### config.mk
export PLATFORM = sky130hd
export DESIGN_NAME = ebw_top
export DESIGN_NICKNAME = d
export VERILOG_FILES = /design/src/verilog/ebw_pkg.sv /design/src/verilog/ebw_sync.sv /design/src/verilog/ebw_wait.sv /design/src/verilog/ebw_top.sv
export SDC_FILE = /design/constraint.sdc
export NUM_CORES = 1
export LEC_CHECK = 0
export BUFFER_PORTS_ARGS = -buffer_cell sky130_fd_sc_hd__buf_2
export CAP_MARGIN = 20
export CORE_ASPECT_RATIO = 1.25
export CORE_UTILIZATION = 46
export CTS_CLUSTER_DIAMETER = 100
export DETAILED_ROUTE_END_ITERATION = 7
export GPL_ROUTABILITY_DRIVEN = 1
export HOLD_SLACK_MARGIN = 0.08
export PLACE_DENSITY = 0.79
export RECOVER_POWER = 25
export SLEW_MARGIN = 20
export SYNTH_ARGS = -nofsm -noshare
export SYNTH_HDL_FRONTEND = slang
export SYNTH_HIERARCHICAL = 1
export SYNTH_SLANG_ARGS = --single-unit
### constraint.sdc
create_clock -name MCLK -period 2.25 [get_ports MCLK]
set_clock_uncertainty 0.05 [all_clocks]
set_input_delay 0.45 -clock MCLK [delete_from_list [all_inputs] [get_ports MCLK]]
set_output_delay 0.45 -clock MCLK [all_outputs]
set_load 0.005 [all_outputs]
### src/verilog/ebw_pkg.sv
// shared constants, register map and types for the external bus wait and arbitration block
package ebw_pkg;

    // ------------------------------------------------------------------
    // register map (byte addresses on the wishbone slave)
    // ------------------------------------------------------------------
    localparam int          ADR_W         = 8;
    localparam int          DAT_W         = 32;
    localparam logic [7:0]  WSC_ADDR      = 8'h00;
    localparam logic [7:0]  OMR_ADDR      = 8'h04;
    localparam logic [7:0]  STAT_ADDR     = 8'h08;

    // ------------------------------------------------------------------
    // field positions
    // ------------------------------------------------------------------
    localparam int          WS_CNT_W      = 5;
    localparam int          WSC_CNT_LSB   = 0;
    localparam int          WSC_HOLD_BIT  = 8;
    localparam int          OMR_TAS_BIT   = 0;
    localparam int          OMR_ABE_BIT   = 1;
    localparam int          ST_MASTER_BIT = 0;
    localparam int          ST_CYCLE_BIT  = 1;
    localparam int          ST_REQ_BIT    = 2;
    localparam int          ST_BBDRV_BIT  = 3;

    // ------------------------------------------------------------------
    // reset values
    // ------------------------------------------------------------------
    localparam logic [4:0]  WS_CNT_RST    = 5'h01;
    localparam logic        HOLD_RST      = 1'b0;
    localparam logic        TAS_RST       = 1'b0;
    localparam logic        ABE_RST       = 1'b0;
    localparam logic [4:0]  WS_CNT_ZERO   = 5'h00;
    localparam logic [4:0]  WS_CNT_ONE    = 5'h01;
    localparam logic [2:0]  SYNC_RST      = 3'h7;

    // ------------------------------------------------------------------
    // types
    // ------------------------------------------------------------------
    typedef struct packed {
        logic       hold;
        logic [4:0] cnt;
    } ebw_wsc_s;

    typedef struct packed {
        logic abe;
        logic ack_sync_select;
    } ebw_omr_s;

    typedef enum logic [3:0] {
        ST_SLAVE   = 4'h1,
        ST_WAIT_BB = 4'h2,
        ST_MASTER  = 4'h4,
        ST_RELEASE = 4'h8
    } ebw_arb_e;

endpackage

### src/verilog/ebw_sync.sv
// two-flop synchroniser for the asynchronous bus inputs
`timescale 1ns/1ps
module ebw_sync (
    input  wire logic       clk,
    input  wire logic       rst_n,
    input  wire logic [2:0] d,
    output logic      [2:0] q
);

    logic [2:0] meta_r;

    // first stage feeds only the second stage
    always_ff @(posedge clk or negedge rst_n) begin
        if (!rst_n) begin
            meta_r <= ebw_pkg::SYNC_RST;
            q      <= ebw_pkg::SYNC_RST;
        end else begin
            meta_r <= d;
            q      <= meta_r;
        end
    end

endmodule

### src/verilog/ebw_wait.sv
// wait-state counter that closes an external bus cycle
`timescale 1ns/1ps
module ebw_wait (
    input  wire logic       clk,
    input  wire logic       rst_n,
    input  wire logic       start,
    input  wire logic [4:0] ws_cnt,
    input  wire logic       ack,
    output logic            active,
    output logic            done,
    output logic            cnt_zero,
    output logic            ack_seen
);

    logic [4:0] cnt_r;
    logic [4:0] cnt_nxt;
    logic       zero_ws_r;
    logic       ack_lat_r;
    logic       end_now;
    logic       active_nxt;

    assign cnt_zero   = (cnt_r == ebw_pkg::WS_CNT_ZERO);
    assign ack_seen   = ack_lat_r | ack;
    // cycle closes when programmed waits are spent and ack has been seen, or without ack when zero waits were programmed
    assign end_now    = active & cnt_zero & (zero_ws_r | ack_seen);
    assign active_nxt = start | (active & ~end_now);
    assign cnt_nxt    = start ? ws_cnt :
                        (active & ~cnt_zero) ? cnt_r - ebw_pkg::WS_CNT_ONE : cnt_r;

    always_ff @(posedge clk or negedge rst_n) begin
        if (!rst_n) begin
            cnt_r     <= ebw_pkg::WS_CNT_ZERO;
            zero_ws_r <= 1'b0;
            ack_lat_r <= 1'b0;
            active    <= 1'b0;
            done      <= 1'b0;
        end else begin
            cnt_r     <= cnt_nxt;
            zero_ws_r <= start ? (ws_cnt == ebw_pkg::WS_CNT_ZERO) : zero_ws_r;
            // ack outside an active cycle is dropped
            ack_lat_r <= ~start & active & ~end_now & ack_seen;
            active    <= active_nxt;
            done      <= end_now;
        end
    end

endmodule

### src/verilog/ebw_top.sv
// external bus wait-state extension and bus arbitration requester
//
// Overview of operation
// - ack ignored unless owning bus and cycling
// - missing ack stretches cycle without limit unless wait count is zero
// - cycle ends one clock after synced ack
// - wait count is max of config, ack
// - mode bit picks sync or async ack
// - request always driven, low when bus needed
// - request independent of master or slave state
// - hold bit forces request asserted
// - only external accesses or the hold bit raise request
// - reset deasserts request, returns to slave
// - after grant wait busy high, then master
// - grant removed: release after current cycle
// - take bus and busy only after busy high
// - master may park bus holding busy low
// - busy released by driving high then floating
`timescale 1ns/1ps
module ebw_top (
    input  wire logic        MCLK,
    input  wire logic        RSTN,
    input  wire logic        WB_CYC_I,
    input  wire logic        WB_STB_I,
    input  wire logic        WB_WE_I,
    input  wire logic [7:0]  WB_ADR_I,
    input  wire logic [3:0]  WB_SEL_I,
    input  wire logic [31:0] WB_DAT_I,
    output logic      [31:0] WB_DAT_O,
    output logic             WB_ACK_O,
    input  wire logic        ACC_REQ,
    input  wire logic        ACC_EXT,
    output logic             ACC_DONE,
    output logic             BUS_CYCLE,
    output logic             BUS_MASTER,
    input  wire logic        XFER_ACKNOWLEDGE_N,
    output logic             BUS_REQUEST_N,
    input  wire logic        BUS_GRANT_N,
    input  wire logic        BUS_BUSY_N_I,
    output logic             BUS_BUSY_N_O,
    output logic             BUS_BUSY_N_OE
);

    // ------------------------------------------------------------------
    // declarations
    // ------------------------------------------------------------------
    ebw_pkg::ebw_wsc_s wait_state_config_r;
    ebw_pkg::ebw_omr_s operating_mode_reg_r;
    ebw_pkg::ebw_arb_e state_r;
    ebw_pkg::ebw_arb_e state_nxt;
    logic [2:0]        sync_in;
    logic [2:0]        sync_q;
    logic [2:0]        raw_r;
    logic              ack_n_sel;
    logic              grant_n_sel;
    logic              busy_n_sel;
    logic              ack_now;
    logic              granted;
    logic              busy_free;
    logic              need;
    logic              req_nxt;
    logic              cyc_start;
    logic              cyc_active;
    logic              cyc_done;
    logic              cnt_zero;
    logic              ack_seen;
    logic              wb_req;
    logic              wb_wr;
    logic              sel_wsc;
    logic              sel_omr;
    logic              sel_stat;
    logic [31:0]       rd_data;
    logic [31:0]       stat_word;
    logic              master_nxt;
    logic              bb_oe_nxt;

    // ------------------------------------------------------------------
    // wishbone slave
    // ------------------------------------------------------------------
    assign wb_req   = WB_CYC_I & WB_STB_I & ~WB_ACK_O;
    assign wb_wr    = wb_req & WB_WE_I;
    assign sel_wsc  = (WB_ADR_I == ebw_pkg::WSC_ADDR);
    assign sel_omr  = (WB_ADR_I == ebw_pkg::OMR_ADDR);
    assign sel_stat = (WB_ADR_I == ebw_pkg::STAT_ADDR);

    assign stat_word = {28'h0000000, BUS_BUSY_N_OE & ~BUS_BUSY_N_O, ~BUS_REQUEST_N,
                        cyc_active, BUS_MASTER};
    assign rd_data   = sel_wsc  ? {23'h000000, wait_state_config_r.hold, 3'h0,
                                   wait_state_config_r.cnt} :
                       sel_omr  ? {30'h00000000, operating_mode_reg_r} :
                       sel_stat ? stat_word : 32'h00000000;

    always_ff @(posedge MCLK or negedge RSTN) begin
        if (!RSTN) begin
            WB_ACK_O <= 1'b0;
            WB_DAT_O <= 32'h00000000;
        end else begin
            WB_ACK_O <= wb_req;
            WB_DAT_O <= wb_req ? rd_data : 32'h00000000;
        end
    end

    always_ff @(posedge MCLK or negedge RSTN) begin
        if (!RSTN) begin
            wait_state_config_r.cnt  <= ebw_pkg::WS_CNT_RST;
            wait_state_config_r.hold <= ebw_pkg::HOLD_RST;
            operating_mode_reg_r.ack_sync_select <= ebw_pkg::TAS_RST;
            operating_mode_reg_r.abe <= ebw_pkg::ABE_RST;
        end else begin
            if (wb_wr && sel_wsc && WB_SEL_I[0]) begin
                wait_state_config_r.cnt <= WB_DAT_I[ebw_pkg::WSC_CNT_LSB +: ebw_pkg::WS_CNT_W];
            end
            if (wb_wr && sel_wsc && WB_SEL_I[1]) begin
                wait_state_config_r.hold <= WB_DAT_I[ebw_pkg::WSC_HOLD_BIT];
            end
            if (wb_wr && sel_omr && WB_SEL_I[0]) begin
                operating_mode_reg_r.ack_sync_select <= WB_DAT_I[ebw_pkg::OMR_TAS_BIT];
                operating_mode_reg_r.abe <= WB_DAT_I[ebw_pkg::OMR_ABE_BIT];
            end
        end
    end

    // ------------------------------------------------------------------
    // input sampling: one flop for synchronous use, two for asynchronous
    // ------------------------------------------------------------------
    assign sync_in = {BUS_BUSY_N_I, BUS_GRANT_N, XFER_ACKNOWLEDGE_N};

    ebw_sync i_ebw_sync (
        .clk   (MCLK),
        .rst_n (RSTN),
        .d     (sync_in),
        .q     (sync_q)
    );

    always_ff @(posedge MCLK or negedge RSTN) begin
        if (!RSTN) begin
            raw_r <= ebw_pkg::SYNC_RST;
        end else begin
            raw_r <= sync_in;
        end
    end

    assign ack_n_sel   = operating_mode_reg_r.ack_sync_select ? raw_r[0] : sync_q[0];
    assign grant_n_sel = operating_mode_reg_r.abe ? sync_q[1] : raw_r[1];
    assign busy_n_sel  = operating_mode_reg_r.abe ? sync_q[2] : raw_r[2];
    assign ack_now     = ~ack_n_sel & cyc_active & BUS_MASTER;
    assign granted     = ~grant_n_sel;
    assign busy_free   = busy_n_sel;

    // ------------------------------------------------------------------
    // bus request
    // ------------------------------------------------------------------
    assign need    = ACC_REQ & ACC_EXT;
    assign req_nxt = need | wait_state_config_r.hold;

    always_ff @(posedge MCLK or negedge RSTN) begin
        if (!RSTN) begin
            BUS_REQUEST_N <= 1'b1;
        end else begin
            BUS_REQUEST_N <= ~req_nxt;
        end
    end

    // ------------------------------------------------------------------
    // arbitration state machine
    // ------------------------------------------------------------------
    assign cyc_start = (state_r == ebw_pkg::ST_MASTER) & need & granted
                       & ~cyc_active & ~ACC_DONE;

    always_comb begin
        state_nxt = state_r;
        case (state_r)
            ebw_pkg::ST_SLAVE: begin
                if (granted) begin
                    state_nxt = ebw_pkg::ST_WAIT_BB;
                end
            end
            ebw_pkg::ST_WAIT_BB: begin
                if (!granted) begin
                    state_nxt = ebw_pkg::ST_SLAVE;
                end else if (busy_free) begin
                    state_nxt = ebw_pkg::ST_MASTER;
                end
            end
            ebw_pkg::ST_MASTER: begin
                // parked while granted; leave only between cycles
                if (!granted && !cyc_active) begin
                    state_nxt = ebw_pkg::ST_RELEASE;
                end
            end
            ebw_pkg::ST_RELEASE: begin
                state_nxt = ebw_pkg::ST_SLAVE;
            end
            default: begin
                state_nxt = ebw_pkg::ST_SLAVE;
            end
        endcase
    end

    assign master_nxt = (state_nxt == ebw_pkg::ST_MASTER);
    assign bb_oe_nxt  = master_nxt | (state_nxt == ebw_pkg::ST_RELEASE);

    always_ff @(posedge MCLK or negedge RSTN) begin
        if (!RSTN) begin
            state_r       <= ebw_pkg::ST_SLAVE;
            BUS_MASTER    <= 1'b0;
            BUS_BUSY_N_O  <= 1'b1;
            BUS_BUSY_N_OE <= 1'b0;
        end else begin
            state_r       <= state_nxt;
            BUS_MASTER    <= master_nxt;
            BUS_BUSY_N_O  <= ~master_nxt;
            BUS_BUSY_N_OE <= bb_oe_nxt;
        end
    end

    // ------------------------------------------------------------------
    // external cycle timing
    // ------------------------------------------------------------------
    ebw_wait i_ebw_wait (
        .clk      (MCLK),
        .rst_n    (RSTN),
        .start    (cyc_start),
        .ws_cnt   (wait_state_config_r.cnt),
        .ack      (ack_now),
        .active   (cyc_active),
        .done     (cyc_done),
        .cnt_zero (cnt_zero),
        .ack_seen (ack_seen)
    );

    always_ff @(posedge MCLK or negedge RSTN) begin
        if (!RSTN) begin
            BUS_CYCLE <= 1'b0;
        end else begin
            BUS_CYCLE <= cyc_start | (cyc_active & ~(cnt_zero & ack_seen));
        end
    end

    assign ACC_DONE = cyc_done;
endmodule

==> metrics.md <==
| Metric | Value |
|---|---|
| Status | `finished, violations left` |
| Failing checks | `capacitance limit, slew limit` |
| Skew-Pair Late Insertion Delay | `290 ps` |
| All-Layer GR Usage | `15.85%` |
| Number of port buffers | `38` |
| Syn_area_per_cell | `11.78 um^2` |
| GRT met2 Usage | `23.91%` |
| Layout cells sized above 1 | `37.04%` |
| Hold Path Class | `in -> reg` |
| Vias in the first global route | `1156` |
| Fmax | `541.8 MHz` |
| CP startpoint | `operating_mode_reg_r[1]$_DFFE_PN0P_` |
| Unique masters post-synth | `46` |
| Crit path max fanout | `5` |
| RR Endpoint | `BUS_BUSY_N_OE$_DFF_PN0_` |
| GRT met3 Usage | `4.075%` |
| First-pass GRT wire length | `5375 um` |
| Startpoint types | `flop` |
| Max-cap violations | `1` |
| Post-Syn Area | `2014 um^2` |
| Clock Tree Root | `clkbuf_8` |
| Most frequent cells in the layout | `buf_2, dfrtp_1, conb_1` |
| Min Tclk post-route | `1846 ps` |
| GPL Wtd Cong | `0.8145` |
| CTS tree | `built` |
| Storage cell area | `1067 um^2` |
| Largest net degree at the start of global routing | `35` |
| Flop2flop setup slack | `400 ps` |
| Syn. warnings | `6` |
| WP data arrival | `1990 ps` |
| H-tree depth | `2` |
| Core Rows | `26` |
| Die Wd | `61.19 um` |
| Fin. Hold Viols | `0` |
| Critical path destination | `BUS_BUSY_N_OE$_DFF_PN0_` |
| Remaining DRCs | `0` |
| Worst Path Required | `2400 ps` |
| Initial DRC Count | `45` |
| Area taken by multi-input logic gates | `808.3 um^2` |
| Via count | `1345` |
| DRT Wirelength | `3379 um` |
| Post-synth EDFFs | `0` |
| Peak supply drop | `0.4168 mV` |
| CP endpoint kind | `flop` |
| Gr busiest metal | `met2` |
| Setup-failing EPs final | `0` |
| Vias per cell | `4.945` |
| Commonest non-fill, non-tap cell in the layout | `buf_2` |
| Initial antenna violation count | `0` |
| Post-CTS Setup Bufs | `0` |
| Cell Pwr Density | `675.4 nW/um^2` |
| # resized after CTS | `0` |
| Met1 usage | `20.84%` |
| Slew @ Worst Pin | `1775 ps` |
| Synth Flop Type | `dfrtp_1` |
| Gr ovfl total | `0` |
| Diode count | `0` |
| Crit Path Class | `reg -> reg` |
| Clock Path Buffers | `2` |
| Core Area | `4131 um^2` |
| Hold Buf Count CTS | `0` |
| Die Ht | `75.99 um` |
| Final HPWL DP | `2457 um` |
| CTS buffer count | `5` |
| Post-Synthesis Cells | `171` |
| Nets@finish | `270` |
| Ys async rst share | `100.0%` |
| Slew margin rel. | `-18.31%` |
| Worst Reg-to-Reg Cells | `3` |
| I/O pin count | `93` |
| Max Slew Vio Count | `35` |
| DR pass1 iterations | `4` |
| RSZ-0062 raised after global routing | `no` |
| Average wire per standard cell | `12.42 um` |
| Die ar. | `4650 um^2` |
| Static leakage | `1.107 nW` |
| Setup_tns | `0 ps` |
| Area growth syn-to-layout | `13.48%` |
| Clock-pin slew on the worst setup and hold paths | `80 ps` |
| Fin worst setup slack | `404.4 ps` |
| # fillers | `379` |
| Routed Antenna Nets | `0` |
| Place WS | `113.5 ps` |
| Yosys reg bits | `42` |
| Critical R2R Launch | `operating_mode_reg_r[1]$_DFFE_PN0P_` |
| Register area share after synthesis | `52.98%` |
| Starting density of the core | `48.76%` |
| Period utilization | `82.02%` |
| Clk sinks | `42` |
## routing by layer
layer,vias up,wire length [um]
met5,-,0
met2,50,1653
met1,651,1469
li1,638,-
met3,6,193
met4,0,63
## critical path, stage by stage (launching register included)
cell      delay (ps)
dfrtp_1          470
mux2_2           380
or4b_1           580
a211oi_1         270
## how the worst min path moves through the flow
stage / cells after the start / from / slack [ps] / to
floorplan: 0 / RSTN / 100 / BUS_BUSY_N_OE$_DFF_PN0_
global placement: 0 / i_ebw_sync/meta_r[1]$_DFF_PN1_ / 300 / i_ebw_sync/q[1]$_DFF_PN1_
detailed placement: 0 / i_ebw_sync/meta_r[0]$_DFF_PN1_ / 300 / i_ebw_sync/q[0]$_DFF_PN1_
CTS: 1 / RSTN / 190 / WB_DAT_O[1]$_DFF_PN0_
global route: 1 / XFER_ACKNOWLEDGE_N / 190 / raw_r[0]$_DFF_PN1_
finish: 1 / XFER_ACKNOWLEDGE_N / 200 / raw_r[0]$_DFF_PN1_
## kinds of logic (layout without fill, tap and decap cells)
group	Yosys count	count (layout)	synth area share, %
fa+ha+maj	1	1	0.6210
mux	16	16	8.882
buf+inv	36	56	11.55
compound gates	24	24	8.261
simple gates	51	51	17.51
flops	42	42	52.98
other cells	1	26	0.1862
## synth_stat cells, drive strengths merged (2+ instances only)
library cell | number | area [um^2]
and3 | 4 | 26.28
mux2i | 7 | 70.07
nand4b | 2 | 17.52
o31ai | 3 | 27.52
o21ai | 4 | 20.01
dfstp | 13 | 341.6
nand2b | 5 | 31.28
dfrtp | 29 | 725.7
inv | 7 | 26.27
mux2 | 9 | 108.9
nand3b | 2 | 15.01
nor3 | 5 | 25.02
a21oi | 7 | 38.79
nor3b | 2 | 15.01
buf | 26 | 195.2
nor4 | 2 | 27.53
a211oi | 3 | 22.52
nand2 | 6 | 22.52
or4 | 2 | 22.52
nor2b | 4 | 25.02
or4b | 3 | 33.78
nor2 | 3 | 11.26
clkbuf | 3 | 11.26
a2111oi | 2 | 17.52
or2 | 2 | 12.51
or3 | 3 | 18.77
and2 | 2 | 12.51
## state kept, by name (all words and copies together), names as in the netlist, 2 cells and up
name	cells
wait_state_config_r	6
state_r	4
i_ebw_sync/meta_r	3
i_ebw_wait/cnt_r	5
raw_r	3
WB_DAT_O	6
operating_mode_reg_r	2
i_ebw_sync/q	3
## power by group
part           internal (mW)  switching, mW
clock network          0.281          0.241
logic                 0.0781         0.0868
registers              0.815         0.0414
## layout make-up
cell class,instances,area share (%)
Inverter,7,1.149
Sequential cell,42,46.69
Timing Repair Buffer,41,9.195
Multi-Input combinational cell,118,35.36
Tap cell,56,3.065
Clock buffer,6,4.105
Clock inverter,2,0.4379
## stage by stage
stage	util [%]	hold WS, ps	std cells	instance area (um^2)	total power, mW
after global routing	55.33	190.7	272	2286	1.627
final	55.33	196.4	272	2286	1.544
after detailed placement	52.88	297.6	264	2185	1.037
after global placement	52.88	295.8	264	2185	1.030
after CTS	55.39	186.5	272	2288	1.568
after floorplan	-	104.4	196	2108	1.001
(Power assumes the default switching activity.)
